File: src/verilog/csb_defines.svh
// Constants for the status bus command controller: codes, offsets, timing.
`ifndef CSB_DEFINES_SVH
`define CSB_DEFINES_SVH
`define CSB_ST_IRQ_ACK_STROBE     3'h0
`define CSB_ST_IORD     3'h1
`define CSB_ST_IOWR     3'h2
`define CSB_ST_HALT     3'h3
`define CSB_ST_FETCH    3'h4
`define CSB_ST_MEMRD    3'h5
`define CSB_ST_MEMWR    3'h6
`define CSB_ST_PASSIVE  3'h7
`define CSB_CLK_NS      100
`define CSB_GRANT_NS    105
`define CSB_GRANT_CYC   ((`CSB_GRANT_NS + `CSB_CLK_NS - 1) / `CSB_CLK_NS)
`define CSB_OFS_CTRL    12'h000
`define CSB_OFS_STATUS  12'h004
`define CSB_OFS_CYCLES  12'h008
`define CSB_CTRL_INHIBIT 0
`define CSB_CTRL_RST    32'h0000_0000
`endif

File: src/verilog/csb_pkg.sv
// Types shared by the status bus command controller files.
package csb_pkg;
  typedef enum logic [1:0] {
    CSB_IDLE,
    CSB_ADDR,
    CSB_EARLY,
    CSB_FULL
  } csb_state_t;

  // Command strobes, active high inside the block.
  typedef struct packed {
    logic irq_ack_strobe;
    logic io_rd;
    logic io_wr;
    logic io_wr_early;
    logic mem_rd;
    logic mem_wr;
    logic mem_wr_early;
  } csb_cmd_t;

  typedef struct packed {
    logic [15:0] cycles;
    logic        grant_ok;
    logic        strap;
    logic [1:0]  state;
    logic [2:0]  status;
  } csb_stat_t;
endpackage

File: src/verilog/csb_sync.sv
// Two-flop synchroniser for a group of pin inputs.
module csb_sync #(
  parameter int         W       = 1,
  parameter logic [W-1:0] RST_VAL = '0
) (
  // Clock and reset
  input  wire logic         pclk,
  input  wire logic         presetn,
  // Data
  input  wire logic [W-1:0] d,
  output logic      [W-1:0] q
);
  logic [W-1:0] meta_q;

  for (genvar i = 0; i < W; i++)
  begin : g_bit
    always_ff @(posedge pclk or negedge presetn)
    begin
      if (!presetn)
      begin
        meta_q[i] <= RST_VAL[i];
        q[i]      <= RST_VAL[i];
      end
      else
      begin
        meta_q[i] <= d[i];
        q[i]      <= meta_q[i];
      end
    end
  end
endmodule

File: src/verilog/csb_apb_regs.sv
// APB slave holding the control word and showing controller status.
`include "csb_defines.svh"
module csb_apb_regs (
  // APB
  input  wire logic              pclk,
  input  wire logic              presetn,
  input  wire logic [11:0]       paddr,
  input  wire logic              psel,
  input  wire logic              penable,
  input  wire logic              pwrite,
  input  wire logic [31:0]       pwdata,
  output logic      [31:0]       prdata,
  output logic                   pready,
  output logic                   pslverr,
  // Block side
  input  wire csb_pkg::csb_stat_t stat,
  output logic                   inhibit
);
  logic [31:0] ctrl_q;
  wire         hit_ctrl = (paddr == `CSB_OFS_CTRL);
  wire         hit_stat = (paddr == `CSB_OFS_STATUS);
  wire         hit_cyc  = (paddr == `CSB_OFS_CYCLES);
  wire         mapped   = hit_ctrl | hit_stat | hit_cyc;
  wire         setup    = psel & ~penable;
  wire         wr_take  = psel & penable & pready & pwrite & hit_ctrl;
  wire [31:0]  rd_mux   = hit_ctrl ? ctrl_q :
                          hit_stat ? {25'h0, stat.grant_ok, stat.strap,
                                      stat.state, stat.status} :
                          hit_cyc  ? {16'h0, stat.cycles} : 32'h0;

  // One wait-free access: ready rises in the access phase after setup.
  always_ff @(posedge pclk or negedge presetn)
  begin
    if (!presetn)
    begin
      ctrl_q  <= `CSB_CTRL_RST;
      prdata  <= 32'h0;
      pready  <= 1'b0;
      pslverr <= 1'b0;
    end
    else
    begin
      pready  <= setup;
      pslverr <= setup & ~mapped;
      prdata  <= (setup & ~pwrite) ? rd_mux : prdata;
      if (wr_take)
        ctrl_q <= {31'h0, pwdata[`CSB_CTRL_INHIBIT]};
    end
  end

  assign inhibit = ctrl_q[`CSB_CTRL_INHIBIT];
endmodule

File: src/verilog/csb_bus_controller.sv
// Status-line decoder producing command and transceiver strobes.
// Functional notes
// - Status 000 acknowledges interrupt, 001 reads I/O, 010 writes I/O, 011 halts.
// - Status 100 and 101 read memory, 110 writes memory, 111 is passive.
// - With strap high, I/O and acknowledge strobes ignore the bus grant.
// - With strap high, I/O strobes start at once; peripheral enable steers transceiver.
// - With strap high, memory strobes wait for the bus grant.
// - With strap low, all strobes wait 105 ns after grant falls.
// - Grant rising high tri-states the command drivers immediately; here they turn off three edges later, and I/O ones only with strap low.
// - Early write strobes come before the normal write strobes.
// - Interrupt acknowledge is timed like an I/O read.
// - Transceiver enable connects buses; direction output picks transfer direction.
// - Direction is high for writes and low for reads.
// - With strap high the shared pin is the peripheral data enable.
// - With strap low the shared pin is cascade enable during acknowledges.
// - Cascade enable rises just before the acknowledge cycle, with address strobe.
// - Address strobe pulses once per machine cycle and latches the status.
// - Address strobe is active high; latches close on its falling edge.
// - Address and cascade strobes lead from the later of clock or status.
// - Low qualifier drives every command inactive, never tri-stated.
// - Low qualifier also forces both data enables inactive.
//
// Design decisions made here: the APB register port and the register addresses.
`include "csb_defines.svh"
module csb_bus_controller #(
  parameter int GRANT_CYC = `CSB_GRANT_CYC
) (
  // Clock and reset
  input  wire logic        pclk,
  input  wire logic        presetn,
  // APB
  input  wire logic [11:0] paddr,
  input  wire logic        psel,
  input  wire logic        penable,
  input  wire logic        pwrite,
  input  wire logic [31:0] pwdata,
  output logic      [31:0] prdata,
  output logic             pready,
  output logic             pslverr,
  // Processor status
  input  wire logic        status_line_0,
  input  wire logic        status_line_1,
  input  wire logic        status_line_2,
  // Arbitration and qualifiers
  input  wire logic        bus_grant_n,
  input  wire logic        command_qualifier,
  input  wire logic        bus_mode_strap,
  // Command strobes, active low
  output logic             irq_ack_strobe_n,
  output logic             io_read_strobe_n,
  output logic             io_write_strobe_n,
  output logic             early_io_write_strobe_n,
  output logic             mem_read_strobe_n,
  output logic             mem_write_strobe_n,
  output logic             early_mem_write_strobe_n,
  // Command driver enables
  output logic             io_cmd_oe,
  output logic             mem_cmd_oe,
  // Control outputs
  output logic             addr_latch_strobe,
  output logic             data_xcvr_enable,
  output logic             xfer_direction,
  output logic             cascade_or_periph_enable
);
  // ****************************************************************
  // Pin synchronisation
  // ****************************************************************
  logic [5:0] pins_s;
  wire  [2:0] stat_s   = pins_s[2:0];
  wire        grant_ns = pins_s[3];
  wire        qual_s   = pins_s[4];
  wire        strap_s  = pins_s[5];

  csb_sync #(
    .W       (6),
    .RST_VAL (6'h0f)
  ) u_sync (
    .pclk    (pclk),
    .presetn (presetn),
    .d       ({bus_mode_strap, command_qualifier, bus_grant_n,
               status_line_2, status_line_1, status_line_0}),
    .q       (pins_s)
  );

  // ****************************************************************
  // Register bus
  // ****************************************************************
  csb_pkg::csb_stat_t stat;
  logic               inhibit;

  csb_apb_regs u_regs (
    .pclk    (pclk),
    .presetn (presetn),
    .paddr   (paddr),
    .psel    (psel),
    .penable (penable),
    .pwrite  (pwrite),
    .pwdata  (pwdata),
    .prdata  (prdata),
    .pready  (pready),
    .pslverr (pslverr),
    .stat    (stat),
    .inhibit (inhibit)
  );

  // ****************************************************************
  // Machine cycle sequencing
  // ****************************************************************
  csb_pkg::csb_state_t st_q;
  csb_pkg::csb_state_t st_d;
  logic [2:0]          stat_q;
  logic [15:0]         cycles_q;

  wire passive = (stat_s == `CSB_ST_PASSIVE);
  wire start   = (st_q == csb_pkg::CSB_IDLE) & ~passive;

  always_comb
  begin
    st_d = st_q;
    case (st_q)
      csb_pkg::CSB_IDLE:  st_d = passive ? csb_pkg::CSB_IDLE : csb_pkg::CSB_ADDR;
      csb_pkg::CSB_ADDR:  st_d = passive ? csb_pkg::CSB_IDLE : csb_pkg::CSB_EARLY;
      csb_pkg::CSB_EARLY: st_d = passive ? csb_pkg::CSB_IDLE : csb_pkg::CSB_FULL;
      csb_pkg::CSB_FULL:  st_d = passive ? csb_pkg::CSB_IDLE : csb_pkg::CSB_FULL;
      default:            st_d = csb_pkg::CSB_IDLE;
    endcase
  end

  // Status is captured with the address strobe, as the halt latch does.
  always_ff @(posedge pclk or negedge presetn)
  begin
    if (!presetn)
    begin
      st_q     <= csb_pkg::CSB_IDLE;
      stat_q   <= `CSB_ST_PASSIVE;
      cycles_q <= 16'h0;
    end
    else
    begin
      st_q     <= st_d;
      stat_q   <= start ? stat_s : stat_q;
      cycles_q <= start ? cycles_q + 16'h1 : cycles_q;
    end
  end

  // ****************************************************************
  // Bus grant timing
  // ****************************************************************
  // The count restarts whenever the grant is lost, so a short grant
  // glitch can never release commands early.
  logic [7:0] grant_cnt_q;
  // A grant lost mid-cycle withdraws commands at once, not an edge later.
  wire        grant_ok = ~grant_ns & (grant_cnt_q == 8'(GRANT_CYC));

  always_ff @(posedge pclk or negedge presetn)
  begin
    if (!presetn)
      grant_cnt_q <= 8'h0;
    else if (grant_ns)
      grant_cnt_q <= 8'h0;
    else if (!grant_ok)
      grant_cnt_q <= grant_cnt_q + 8'h1;
  end

  // ****************************************************************
  // Decode and qualification
  // ****************************************************************
  wire is_irq_ack_strobe  = (stat_q == `CSB_ST_IRQ_ACK_STROBE);
  wire is_iord  = (stat_q == `CSB_ST_IORD);
  wire is_iowr  = (stat_q == `CSB_ST_IOWR);
  wire is_memrd = (stat_q == `CSB_ST_FETCH) |
                  (stat_q == `CSB_ST_MEMRD);
  wire is_memwr = (stat_q == `CSB_ST_MEMWR);
  wire is_io    = is_irq_ack_strobe | is_iord | is_iowr;
  wire is_mem   = is_memrd | is_memwr;
  wire qual     = qual_s & ~inhibit;
  wire io_en    = strap_s | grant_ok;
  wire mem_en   = grant_ok;
  wire ph_rd    = ~passive & ((st_q == csb_pkg::CSB_EARLY) |
                              (st_q == csb_pkg::CSB_FULL));
  wire ph_wr    = ~passive & (st_q == csb_pkg::CSB_FULL);
  wire io_go    = ph_rd & qual & io_en;
  wire mem_go   = ph_rd & qual & mem_en;

  csb_pkg::csb_cmd_t cmd_d;
  assign cmd_d.irq_ack_strobe         = io_go & is_irq_ack_strobe;
  assign cmd_d.io_rd        = io_go & is_iord;
  assign cmd_d.io_wr_early  = io_go & is_iowr;
  assign cmd_d.io_wr        = io_go & is_iowr & ph_wr;
  assign cmd_d.mem_rd       = mem_go & is_memrd;
  assign cmd_d.mem_wr_early = mem_go & is_memwr;
  assign cmd_d.mem_wr       = mem_go & is_memwr & ph_wr;

  // Direction follows the status at once so the transceiver turns
  // round before its enable rises.
  wire [2:0] dir_code = start ? stat_s : stat_q;
  wire dir_d  = ~passive & ((dir_code == `CSB_ST_IOWR) |
                            (dir_code == `CSB_ST_MEMWR));
  wire peripheral_data_enable_n_d = strap_s & io_go & is_io;
  wire den_d  = ph_rd & qual & (strap_s ? (is_mem & mem_en) :
                                (is_mem | is_io) & grant_ok);
  wire mce_d  = ~strap_s & start & (stat_s == `CSB_ST_IRQ_ACK_STROBE);
  wire cpe_d  = strap_s ? ~peripheral_data_enable_n_d : mce_d;

  // ****************************************************************
  // Output registers
  // ****************************************************************
  csb_pkg::csb_cmd_t cmd_n_q;

  always_ff @(posedge pclk or negedge presetn)
  begin
    if (!presetn)
    begin
      cmd_n_q                  <= '1;
      io_cmd_oe                <= 1'b0;
      mem_cmd_oe               <= 1'b0;
      addr_latch_strobe        <= 1'b0;
      data_xcvr_enable         <= 1'b0;
      xfer_direction           <= 1'b0;
      cascade_or_periph_enable <= 1'b0;
    end
    else
    begin
      cmd_n_q                  <= ~cmd_d;
      io_cmd_oe                <= strap_s | ~grant_ns;
      mem_cmd_oe               <= ~grant_ns;
      addr_latch_strobe        <= start;
      data_xcvr_enable         <= den_d;
      xfer_direction           <= dir_d;
      cascade_or_periph_enable <= cpe_d;
    end
  end

  assign irq_ack_strobe_n         = cmd_n_q.irq_ack_strobe;
  assign io_read_strobe_n         = cmd_n_q.io_rd;
  assign io_write_strobe_n        = cmd_n_q.io_wr;
  assign early_io_write_strobe_n  = cmd_n_q.io_wr_early;
  assign mem_read_strobe_n        = cmd_n_q.mem_rd;
  assign mem_write_strobe_n       = cmd_n_q.mem_wr;
  assign early_mem_write_strobe_n = cmd_n_q.mem_wr_early;

  assign stat.cycles   = cycles_q;
  assign stat.grant_ok = grant_ok;
  assign stat.strap    = strap_s;
  assign stat.state    = st_q;
  assign stat.status   = stat_q;

  // ****************************************************************
  // Assertions
  // ****************************************************************
  a_ale_one_pulse:
    assert property (@(posedge pclk) disable iff (!presetn)
      addr_latch_strobe |=> !addr_latch_strobe)
    else $error("address strobe longer than one cycle");

  a_ale_on_start:
    assert property (@(posedge pclk) disable iff (!presetn)
      start |=> addr_latch_strobe && st_q == csb_pkg::CSB_ADDR)
    else $error("address strobe missing at cycle start");

  a_qual_blocks:
    assert property (@(posedge pclk) disable iff (!presetn)
      !qual_s |=> cmd_n_q == '1 && !data_xcvr_enable)
    else $error("command or enable active with qualifier low");

  a_grant_tristate:
    assert property (@(posedge pclk) disable iff (!presetn)
      grant_ns && !strap_s |=> !io_cmd_oe && !mem_cmd_oe)
    else $error("drivers enabled without bus grant");

  a_sys_wait_grant:
    assert property (@(posedge pclk) disable iff (!presetn)
      !strap_s && $fell(grant_ns) |-> ##1 (cmd_n_q == '1) [*2])
    else $error("command issued before grant delay");

  a_mem_needs_grant:
    assert property (@(posedge pclk) disable iff (!presetn)
      grant_ns |=> mem_read_strobe_n && early_mem_write_strobe_n)
    else $error("memory command without grant");

  a_iob_io_nowait:
    assert property (@(posedge pclk) disable iff (!presetn)
      strap_s && qual && is_iord && ph_rd |=> !io_read_strobe_n)
    else $error("I/O read delayed in I/O bus mode");

  a_passive_ends:
    assert property (@(posedge pclk) disable iff (!presetn)
      passive |=> cmd_n_q == '1 && !data_xcvr_enable && !xfer_direction)
    else $error("strobes remain after passive status");

  a_early_write_first:
    assert property (@(posedge pclk) disable iff (!presetn)
      $fell(early_mem_write_strobe_n) |-> mem_write_strobe_n)
    else $error("normal write not after early write");

  a_dir_on_write:
    assert property (@(posedge pclk) disable iff (!presetn)
      !mem_write_strobe_n |-> xfer_direction)
    else $error("direction low during memory write");

  a_cascade_irq_ack_strobe:
    assert property (@(posedge pclk) disable iff (!presetn)
      !strap_s && cascade_or_periph_enable |-> addr_latch_strobe
      && stat_q == `CSB_ST_IRQ_ACK_STROBE)
    else $error("cascade enable outside acknowledge start");

  a_one_command:
    assert property (@(posedge pclk) disable iff (!presetn)
      $onehot0(~{irq_ack_strobe_n, io_read_strobe_n, early_io_write_strobe_n,
                 mem_read_strobe_n, early_mem_write_strobe_n}))
    else $error("more than one command decoded");

  a_halt_quiet:
    assert property (@(posedge pclk) disable iff (!presetn)
      stat_q == `CSB_ST_HALT && st_q != csb_pkg::CSB_IDLE |=> cmd_n_q == '1)
    else $error("command issued in halt cycle");

  a_io_oe_strap:
    assert property (@(posedge pclk) disable iff (!presetn)
      strap_s |=> io_cmd_oe)
    else $error("I/O drivers off in I/O bus mode");

  a_sys_io_grant:
    assert property (@(posedge pclk) disable iff (!presetn)
      !strap_s && !grant_ok |=> io_read_strobe_n && io_write_strobe_n
      && early_io_write_strobe_n && irq_ack_strobe_n)
    else $error("I/O command before grant delay");

  a_irq_ack_strobe_read_phase:
    assert property (@(posedge pclk) disable iff (!presetn)
      is_irq_ack_strobe && qual && io_en && !passive && st_q == csb_pkg::CSB_EARLY
      |=> !irq_ack_strobe_n)
    else $error("acknowledge not timed like a read");

  a_dir_io_write:
    assert property (@(posedge pclk) disable iff (!presetn)
      !io_write_strobe_n |-> xfer_direction)
    else $error("direction low during I/O write");

  a_dir_read_low:
    assert property (@(posedge pclk) disable iff (!presetn)
      !mem_read_strobe_n || !io_read_strobe_n || !irq_ack_strobe_n |-> !xfer_direction)
    else $error("direction high during a read");

  a_peripheral_data_enable_n_excl:
    assert property (@(posedge pclk) disable iff (!presetn)
      strap_s && $past(strap_s) && !cascade_or_periph_enable |-> !data_xcvr_enable)
    else $error("both transceiver enables active in I/O bus mode");
endmodule

File: config.mk
export PLATFORM = sky130hd
export DESIGN_NAME = csb_bus_controller
export DESIGN_NICKNAME = d
export VERILOG_FILES = /design/src/verilog/csb_pkg.sv /design/src/verilog/csb_sync.sv /design/src/verilog/csb_apb_regs.sv /design/src/verilog/csb_bus_controller.sv
export VERILOG_INCLUDE_DIRS = /design/src /design/src/verilog
export SDC_FILE = /design/constraint.sdc
export NUM_CORES = 1
export LEC_CHECK = 0
export BUFFER_PORTS_ARGS = -buffer_cell sky130_fd_sc_hd__buf_4
export CORE_UTILIZATION = 50
export CTS_CLUSTER_SIZE = 28
export DETAILED_ROUTE_END_ITERATION = 8
export PLACE_DENSITY = 0.88
export SYNTH_ARGS = -nofsm -noshare
export SYNTH_HDL_FRONTEND = slang
export SYNTH_SLANG_ARGS = --single-unit
File: constraint.sdc
create_clock -name pclk -period 1.95 [get_ports pclk]
set_input_delay 0.585 -clock pclk [delete_from_list [all_inputs] [get_ports pclk]]
set_output_delay 0.585 -clock pclk [all_outputs]
set_load 0.005 [all_outputs]
# Word level (Yosys, flattened, before mapping)
# Cells that the tools add are included.
[word_totals]
reg_bits = 89
latch_bits = 0
ramBits = 0
mem_bits_ro = 0
input_bits = 55
output_inout_bits = 47
elab_cells = 117
mem_count = 0
[classes]
addsub = 2
multipliers = 0
div_mod_pow = 0
n_lt_le_gt_ge = 0
n_eq_ne = 15
shifts = 0
n_mux = 12
n_bitwise = 50
reduce_logical = 5
[ops]
columns = ["operator", "count"]
rows = [
  ["$mux 32", 2],
  ["$and 1x1->1", 30],
  ["$add 16x1->16 const B", 1],
  ["$mux 16", 1],
  ["$mux 8", 2],
  ["$eq 3x3->1 const B", 5],
  ["$eq 12x3->1 const B", 1],
  ["$eq 12x4->1 const B", 1],
  ["$logic_not 12->1", 1],
  ["$or 1x1->1", 11],
  ["$add 8x1->8 const B", 1],
  ["$eq 8x2->1 const B", 1],
  ["$not 1->1", 8],
  ["$not 7->7", 1],
  ["$eq 3x2->1 const B", 2],
  ["$logic_not 3->1", 2],
  ["$pmux 2 s3", 1],
  ["$eq 2x2->1 const B", 2],
  ["$mux 2", 2],
  ["$eq 3x1->1 const B", 1],
  ["$mux 1", 3],
  ["$mux 3", 1],
  ["$eq 2x1->1 const B", 1],
  ["$logic_not 2->1", 1],
  ["other kinds (2)", 2],
]

# Longest topological paths before layout
# Gate-level depths: netlist of the first run.
[depth]
depth_word = 9
depth_mapped = 7
mapped_depth_nobuf = 5

# By module
# From an unflattened synthesis of the first run, not the netlist that was laid out.
[unflattened]
cells_unflattened = 282
hier_area_um2 = 3200.6
[by_module_without_submodules]
columns = ["mod", "n_inst", "cells_per_inst", "area_each_um2"]
rows = [
  ["csb_bus_controller", 1, 164, 1844.3],
  ["csb_apb_regs", 1, 106, 1046.0],
  ["csb_sync", 1, 12, 310.3],
]

# Least setup slack after synthesis of the first run
# No wires, ideal clock.
[synth_path]
path_type = "input to register"
from = "in paddr[9]"
to = "reg u_regs.ctrl_q[0]"
arrival_ps = 2096
required_ps = 1822
path_slack_ps = -274
cell_stages = 4
cell_sequence = "or4_4 or3_4 nor4_4 mux2_1"
[synth_between]
elab_chain_cells = 2
[synth_rtl]
columns = ["element", "line_no", "text"]
rows = [
  ["start: declaration", "csb_bus_controller.sv:32", "input wire logic [11:0] paddr,"],
  ["$logic_not 12->1 (no source line)", "--", ""],
  ["$and 1x1->1", "csb_apb_regs.sv:25", "wire wr_take = psel & penable & pready & pwrite & hit_ctrl;"],
  ["end signal: assignment", "csb_apb_regs.sv:36", "ctrl_q <= `CSB_CTRL_RST;"],
  ["end signal: assignment", "csb_apb_regs.sv:47", "ctrl_q <= {31'h0, pwdata[`CSB_CTRL_INHIBIT]};"],
  ["end: declaration", "csb_apb_regs.sv:19", "logic [31:0] ctrl_q;"],
]
# No other way between the ends.
# A chain may end at the register's enable or synchronous reset.

# Worst setup path in the final report of the first run
[layout_path]
from = "in paddr[9]"
to = "reg u_regs.prdata[6]"
[layout_between]
elab_chain_cells = 4
word_cells_on_any_way = 6
[layout_rtl]
columns = ["element", "line_no", "text"]
rows = [
  ["$eq 12x4->1 (no source line)", "--", ""],
  ["$mux 16", "csb_apb_regs.sv:29", "hit_cyc ? {16'h0, stat.cycles} : 32'h0;"],
  ["$mux 32", "csb_apb_regs.sv:27", "hit_stat ? {25'h0, stat.grant_ok, stat.strap,"],
  ["$mux 32 *", "csb_apb_regs.sv:26", "wire [31:0] rd_mux = hit_ctrl ? ctrl_q :"],
  ["end signal: assignment", "csb_apb_regs.sv:45", "prdata <= (setup & ~pwrite) ? rd_mux : prdata;"],
  ["end: declaration", "csb_apb_regs.sv:12", "output logic [31:0] prdata,"],
]
# Every way passes the cells marked *; elsewhere a longest branch is shown, timed or not.

==> impl_metrics.toml, run 1 <==
[pwr]
vdd_drop_max_mv = 0.5073
p_leak_nw = 1.845
pwr_density_cell_mw_per_mm2 = 875.4

[clock_network]
clk_latency_ps = 340
postCtsSetupRepairBufs = 0
cts_root_buf = "clkbuf_8"
clkSinkCount = 73
clk_pin_slew_ps = 80
cts_max_path_buffers = 2
h-tree-depth = 3
cts_tree = "done"
cts_hold_buf = 0
cts_buffers = 9

[route]
first_iter_violations = 133
drc = 0
routed_wl_um = 6147
firstDrtPassIters = 4
vias = 2173
vias_per_cell = 5.174
antenna_left = 0
wl_per_cell_um = 14.64

[global_routing]
gr-usage-all-layers = 0.2050
grt-ovfl-total = 0
grt_max_degree = 37
antenna_found_initial = 0
grt_pass1_vias = 2106
grt_pass1_wl_um = 9832

[placed_design]
routabilityCongestion = 0.8043
placed_area_mm2 = 0.003625
hpwl_um = 4416
dp_cells = 404
numPortBuffers = 54

[worst_setup_path]
worstPathRequired_ps = 2160
r2r_slack_ps = 240
cp_max_fo = 6
criticalPathCategory = "input pin to flop"
cp-start-kind = "input pin"
arrival_ps = 2140
cp-end-kind = "flop"
reg2reg_to = "cycles_q[12]"
r2r_cells = 5
r2r_start = "u_sync.q[2]"
cp-startpoint = "paddr[9]"

[yosys]
yosysTopAreaCellShare = 0.4455
synth_flop_cell = "dfrtp_1"
synth.most_common_cell = "dfrtp_1"
synth_edf_count = 0
ys_async_sr_fraction = 1.000
yosysTopAreaCell = "dfrtp_1"
avgSynthCellArea_um2 = 11.48
synth_cell_types = 43
seq_area_frac_synth = 0.5986
ys_ff_latch = 73
netlist_top_cells_count = "55 x dfrtp_1, 36 x nand2_1, 20 x nand3_1"
syn-cell-area_mm2 = 0.003089
netlist_top_cells_area = "dfrtp_1 45%, dfstp_2 15%, nand2_1 4.4%"
syn_inst = 269
yosys_warnings = 0

[die]
die_h_um = 80.60
start_util = 0.5187
coreArea_mm2 = 0.005956
die_width_um = 80.60
fp-row-count = 28
io_pins = 102
die_area_mm2 = 0.006496

[timing]
finalCritPeriodShare = 0.9890
hold_viol_final = 0
period_minus_slack_ps = 1929
maxSlewViolCount = 0
setup_viol = 0
max_freq_ghz = 0.5185
finClkSkew_ps = 13.62

[cells_and_area]
nets = 398
antenna_cells = 0
drive_above_1_share = 0.3275
postLayoutCellArea_mm2 = 0.003827
fillerInstances = 443
utilization = 0.6426
stdcell_count = 420
syn_to_final_growth_pct = 23.90

[hold_path]
hold_class = "input pin to asynchronous set/reset pin"

[run]
maxCapViolCount = 0

[status]
status = "finished, final reports clean"
## how the worst max path moves through the flow
stage                                  end  slack (ps)  cells past startpoint
final                     u_regs.prdata[6]          20                      5
after global routing      u_regs.ctrl_q[0]          -1                      5
after CTS                 u_regs.prdata[6]          20                      5
after detailed placement  u_regs.ctrl_q[0]        -400                      5
after global placement    u_regs.ctrl_q[0]        -380                      5
after floorplan           u_regs.ctrl_q[0]        -270                      4
## routing by layer
layer / track usage / routed length (µm) / vias to the layer above
met4: 0.1036 / 90 / 0
met1: 0.2584 / 2623 / 1058
met5: 0 / 0 / -
met3: 0.03295 / 332 / 10
li1: - / - / 1030
met2: 0.3398 / 3101 / 75
## flip-flops by register name, summed over array words and instances (netlist names)
register	count
cycles_q	16
u_regs.prdata	16
grant_cnt_q	8
u_sync.meta_q	6
u_sync.q	6
stat_q	3
st_q	2
addr_latch_strobe	1
cascade_or_periph_enable	1
data_xcvr_enable	1
early_io_write_strobe_n	1
early_mem_write_strobe_n	1
io_cmd_oe	1
io_read_strobe_n	1
io_write_strobe_n	1
irq_ack_strobe_n	1
mem_cmd_oe	1
mem_read_strobe_n	1
mem_write_strobe_n	1
u_regs.ctrl_q	1
u_regs.pready	1
u_regs.pslverr	1
xfer_direction	1
## where the power goes
part / switching, mW / internal, mW
Sequential: 0.130 / 1.66
Clock: 0.551 / 0.596
Combinational: 0.216 / 0.200
## cells in the final DEF (no fill, tap or decap), drive strengths merged, types with 5 or more instances in the layout
cell     n
buf     69
dfstp   18
and3     8
inv      7
xnor2   15
dfrtp   55
nand2b   7
nor4     5
xor2     6
clkbuf  10
nand3   20
conb    16
o21ai    7
nand2   36
nand4    6
nor2    15
a22oi    6
## kinds of logic (layout without fill, tap and decap cells)
family / Yosys count / after routing / share of synthesized area
muxes: 3 / 3 / 0.01053
xor gates and xnor gates: 21 / 21 / 0.05954
AOI/OAI and AO/OA: 25 / 25 / 0.06035
other: 1 / 16 / 0.001214
buffers and inverters: 30 / 91 / 0.05833
and+or+nand+nor: 113 / 113 / 0.1993
DFF: 73 / 73 / 0.5986
adders and majority gates: 3 / 3 / 0.01215
## timing repair
action / CTS / global route
endpoints found under the setup margin: 1 / 4
pin swaps: 2 / 1
gates resized for setup: 0 / 1
gates cloned: 0 / 0
## area by class of cell
class	instances	area (µm²)	area share
clock buffers	10	127.6	0.03334
clock inverters	6	66.31	0.01733
repair buffers	69	543.0	0.1419
well taps	75	93.84	0.02452
multi-input cells	181	1125	0.2939
flip-flops and latches	73	1849	0.4832
inverters	6	22.52	0.005884
## stage by stage
stage | hold slack [ps] | total power, mW | setup WS, ps | TNS [ps]
6_report | 196.6 | 3.350 | 21.42 | 0
3_3_place_gp | 334.4 | 2.177 | -382.6 | -4147
2_1_floorplan | 289.4 | 2.022 | -272.4 | -1786
3_5_place_dp | 345.6 | 2.217 | -404.0 | -4177
5_1_grt | 221.9 | 3.505 | -1.432 | -1.432
4_1_cts | 198.4 | 3.380 | 19.87 | 0
## critical path: stages
cell	delay, ps
buf_4	110
or4_4	530
or3_4	430
o31ai_4	370
o21ai_1	110
Power figures use the tool's default switching activity.
==> inputs of run 2 (changes only) <==
- CORE_ASPECT_RATIO: default -> 0.7
==> impl_metrics.toml, run 2 (synthesis gave the netlist of run 1 again) <==
[die]
die_area_mm2 = 0.006502
fp-row-count = 23
die_h_um = 67.77
coreArea_mm2 = 0.005842
io_pins = 102
start_util = 0.5288
die_width_um = 95.95

[worst_setup_path]
crit_slowest_cell = "or4_4"
cp_num_buf_inv = 1
crit_family = "simple AND/OR/NAND/NOR gates"
cp-end-kind = "flop"
arrival_ps = 2140
cp_cell_sequence = "buf_4, or4_4, or3_4, nor4_4, mux2_4"
cp-start-kind = "input pin"
crit_path_max_incr_delay_ps = 530
cp_max_fo = 3
worstPathRequired_ps = 2170
criticalPathCategory = "input pin to flop"

[timing]
max_slew_margin = 0.6634
hold_viol_final = 0
finalCritPeriodShare = 0.9814
worstMarginPinSlew_ps = 501.6
setup_viol = 0
finClkSkew_ps = 12.83
whs_ps = 198.5
maxSlewViolCount = 0
period_minus_slack_ps = 1914
rsz0062_at_grt = "no"
max_freq_ghz = 0.5226

[global_routing]
grt_pass1_vias = 2215
grt_max_degree = 39
gr-usage-all-layers = 0.2274
antenna_found_initial = 0
grt_pass1_wl_um = 10610
grt-ovfl-total = 0

[clock_network]
postCtsSetupRepairBufs = 0
clk_latency_ps = 350
cts_hold_buf = 0
clk_pin_slew_ps = 80
clkSinkCount = 73
cts_root_buf = "clkbuf_8"
cts_buffers = 9
cts_tree = "done"
h-tree-depth = 3
cts_max_path_buffers = 2

[placed_design]
hpwl_um = 4588
numPortBuffers = 54
dp_cells = 400
routabilityCongestion = 0.8047
placed_area_mm2 = 0.003582

[route]
first_iter_violations = 179
vias_per_cell = 5.325
vias = 2215
wl_per_cell_um = 15.65
antenna_left = 0
drc = 0
firstDrtPassIters = 6
routed_wl_um = 6512

[pwr]
pwr_density_cell_mw_per_mm2 = 921.4
p_leak_nw = 1.816
power_mw = 3.515
vdd_drop_max_mv = 0.4376

[cells_and_area]
final_cell_mix = "64 x buf_4, 55 x dfrtp_1, 36 x nand2_1, 20 x nand3_1, 18 x dfstp_2"
syn_to_final_growth_pct = 23.49
top_regs = "cycles_q: 16 flops, u_regs.prdata: 16 flops, grant_cnt_q: 8 flops"
multi_input_area_mm2 = 0.001120
nets = 394
final_common_cell = "buf_4"
utilization = 0.6530
fillerInstances = 415
postLayoutCellArea_mm2 = 0.003815
stdcell_count = 416
antenna_cells = 0
drive_above_1_share = 0.3255
seq_area_mm2 = 0.001849

[hold_path]
hold_class = "input pin to asynchronous set/reset pin"

[run]
maxCapViolCount = 0

[status]
status = "finished, final reports clean"
run 2: worst reg2reg max path, stage by stage (launching register included):
cell      delay, ps
dfrtp_1         460
a311oi_1        490
and4_1          410
nand3_1         190
xnor2_1         170
run 2: stage by stage:
| step | worst slack [ps] | setup TNS [ps] |
|---|---|---|
| 2_1_floorplan | -272.4 | -1786 |
| 3_3_place_gp | -378.2 | -3650 |
| 3_5_place_dp | -405.4 | -4061 |
| 4_1_cts | 28.12 | 0 |
| 5_1_grt | 0.6197 | 0 |
| 6_report | 36.36 | 0 |
run 2: timing repair:
action / 4_1_cts / 5_1_grt
pin swaps: 2 / 2
setup endpoints to repair: 1 / 5
gates resized for setup: 1 / 0
run 2: worst paths after layout:
check / from / to / slack, ps / cells past startpoint
max: paddr[10] / u_regs.ctrl_q[0] / 40 / 5
min: presetn / u_regs.prdata[14] / 200 / 1
max reg2reg: st_q[1] / cycles_q[15] / 100 / 4
min reg2reg: u_sync.meta_q[0] / u_sync.q[0] / 340 / 0
max in group asynchronous: presetn / u_sync.meta_q[1] / 1170 / 2
min in group pclk: bus_grant_n / u_sync.meta_q[3] / 340 / 1
run 2: where the power goes:
part	leakage [nW]	switching [mW]	internal, mW	total, mW
clock network	0.105	0.550	0.756	1.31
logic	0.790	0.218	0.197	0.415
registers	0.921	0.136	1.66	1.79
run 2: metal layers:
layer	vias to the layer above	share of wire	routed length [µm]	track usage
met5	-	0	0	0
met4	0	0.015	100	0.08582
met3	10	0.076	495	0.07320
met2	94	0.50	3280	0.3696
met1	1092	0.40	2635	0.2872
li1	1019	-	-	-
run 2: cell type report:
class	count	area share
sequential	73	0.4847
multi-input combinational	181	0.2935
timing repair buffer	65	0.1312
clock buffer	10	0.03608
tap	75	0.02460
clock inverter	6	0.02394
inverter	6	0.005904
==> inputs of run 3 (changes only) <==
- ABC_AREA: default -> 1
- CORE_UTILIZATION: 50 -> 51
==> impl_metrics.toml, run 3 <==
[placed_design]
hpwl_um = 5306
dp_cells = 522
placed_area_mm2 = 0.003837
pre_cts_slack_ps = 264.7
numPortBuffers = 54
routabilityCongestion = 0.8879

[global_routing]
grt_max_degree = 35
grt_pass1_vias = 2577
top_usage_layer = "met2"
antenna_found_initial = 0
grt-ovfl-total = 0
grt_use_met3 = 0.07207
met1_usage = 0.2867
gr-usage-all-layers = 0.2208
grt_pass1_wl_um = 11670
use_met2 = 0.3410

[timing]
whs_ps = 172.9
maxSlewViolCount = 0
setup_tns_ps = 0
finClkSkew_ps = 5.646
rsz0062_at_grt = "no"
hold_viol_final = 0
finalCritPeriodShare = 0.8399
period_minus_slack_ps = 1638
max_freq_ghz = 0.6106
finalWorstSetupSlack_ps = 312.2
setup_viol = 0

[die]
start_util = 0.5353
die_width_um = 99.24
io_pins = 102
die_area_mm2 = 0.006954
die_h_um = 70.07
fp-row-count = 24
coreArea_mm2 = 0.006306

[yosys]
yosysTopAreaCell = "dfrtp_1"
synth_cell_types = 30
yosys_warnings = 0
avgSynthCellArea_um2 = 8.678
ys_async_sr_fraction = 1.000
netlist_top_cells_area = "dfrtp_1 41%, dfstp_2 14%, nand2_1 13%"
yosysTopAreaCellShare = 0.4077
ys_ff_latch = 73
syn_inst = 389
synth.most_common_cell = "nand2_1"
syn-cell-area_mm2 = 0.003376
synth_flop_cell = "dfrtp_1"
synth_edf_count = 0
netlist_top_cells_count = "114 x nand2_1, 55 x dfrtp_1, 38 x inv_1, 38 x nor2_1, 34 x nand3_1"
seq_area_frac_synth = 0.5478

[cells_and_area]
stdcell_count = 538
utilization = 0.6335
syn_to_final_growth_pct = 18.35
antenna_cells = 0
top_regs = "cycles_q: 16 flops, u_regs.prdata: 16 flops, grant_cnt_q: 8 flops"
nets = 513
final_cell_mix = "114 x nand2_1, 60 x buf_4, 55 x dfrtp_1, 38 x nor2_1, 38 x inv_1"
final_common_cell = "nand2_1"
postLayoutCellArea_mm2 = 0.003995
drive_above_1_share = 0.2304

[worst_setup_path]
r2r_slack_ps = 310
arrival_ps = 1870
r2r_start = "u_sync.q[2]"
cp-startpoint = "u_sync.q[2]"
cp-end-kind = "flop"
reg2reg_to = "xfer_direction"
r2r_cells = 5
cp_max_fo = 17
worstPathRequired_ps = 2180
criticalPathCategory = "flop to flop"
cp-start-kind = "flop"
critPathCapture = "xfer_direction"

[route]
wl_per_cell_um = 13.19
first_iter_violations = 174
antenna_left = 0
drc = 0
routed_wl_um = 7098
firstDrtPassIters = 5
vias = 2777
vias_per_cell = 5.162

[clock_network]
cts_tree = "done"
cts_buffers = 9
clk_pin_slew_ps = 70
postCtsSetupRepairBufs = 0
post_cts_resized = 0
clk_latency_ps = 340
cts_hold_buf = 0
cts_max_path_buffers = 2
cts_root_buf = "clkbuf_8"
clkSinkCount = 73
h-tree-depth = 3

[run]
maxCapViolCount = 0

[status]
status = "finished, final reports clean"

[pwr]
p_leak_nw = 2.047
vdd_drop_max_mv = 0.3421
comb_power_share = 0.134
pwr_density_cell_mw_per_mm2 = 800.2
p_int_mw = 2.282
swShare = 0.2861
p_switching_mw = 0.9147
seqPwrFrac = 0.562
p_clk_frac = 0.305
power_mw = 3.197

[hold_path]
hold_class = "input pin to asynchronous set/reset pin"
==> run 3: worst min path at each step <==
| stage | slack, ps | depth (start not counted) | end | start |
|---|---|---|---|---|
| 3_3_place_gp | 330 | 0 | u_sync.q[5] | u_sync.meta_q[5] |
| 4_1_cts | 180 | 1 | addr_latch_strobe | presetn |
| 5_1_grt | 180 | 1 | addr_latch_strobe | presetn |
| 2_1_floorplan | 290 | 0 | addr_latch_strobe | presetn |
| 3_5_place_dp | 340 | 0 | u_sync.q[4] | u_sync.meta_q[4] |
| 6_report | 170 | 1 | addr_latch_strobe | presetn |
==> run 3: kinds of logic (layout without fill, tap and decap cells) <==
| group | Yosys count | after routing | synth area share |
|---|---|---|---|
| AO/OA/AOI/OAI | 29 | 29 | 0.05263 |
| XOR/XNOR | 10 | 10 | 0.02594 |
| adder cells (fa/ha/maj) | 3 | 3 | 0.01112 |
| buffers and inverters | 59 | 115 | 0.08562 |
| flip-flops | 73 | 73 | 0.5478 |
| other | 1 | 16 | 0.001111 |
| AND/OR/NAND/NOR | 214 | 214 | 0.2758 |
==> run 3: critical path: stages, from the launching register on <==
cell      delay (ps)
dfstp_2          550
nand3_1          160
nand2_2          370
inv_2            200
o21bai_2         170
nor3b_1           70
==> run 3: metal layers <==
| metal | routed length, µm | vias to the layer above |
|---|---|---|
| met2 | 3213 | 139 |
| met5 | 0 | - |
| met3 | 560 | 20 |
| met4 | 166 | 0 |
| met1 | 3157 | 1285 |
| li1 | - | 1333 |
==> run 3: power groups by stage <==
| stage | registers (mW) | clock network, mW | logic, mW |
|---|---|---|---|
| 4_1_cts | 1.79 | 0.989 | 0.425 |
| 6_report | 1.80 | 0.974 | 0.428 |
| 3_3_place_gp | 1.81 | 0 | 0.394 |
| 5_1_grt | 1.81 | 1.07 | 0.476 |
| 2_1_floorplan | 1.78 | 0 | 0.274 |
| 3_5_place_dp | 1.82 | 0 | 0.423 |
==> run 3: area by class of cell <==
| class | instances | area, µm² |
|---|---|---|
| Timing Repair Buffer | 60 | 450.4 |
| Sequential cell | 73 | 1849 |
| Tap cell | 78 | 97.59 |
| Clock buffer | 12 | 135.1 |
| Clock inverter | 4 | 22.52 |
| Fill cell | 486 | 2311 |
| Inverter | 39 | 146.4 |
| Multi-Input combinational cell | 272 | 1294 |
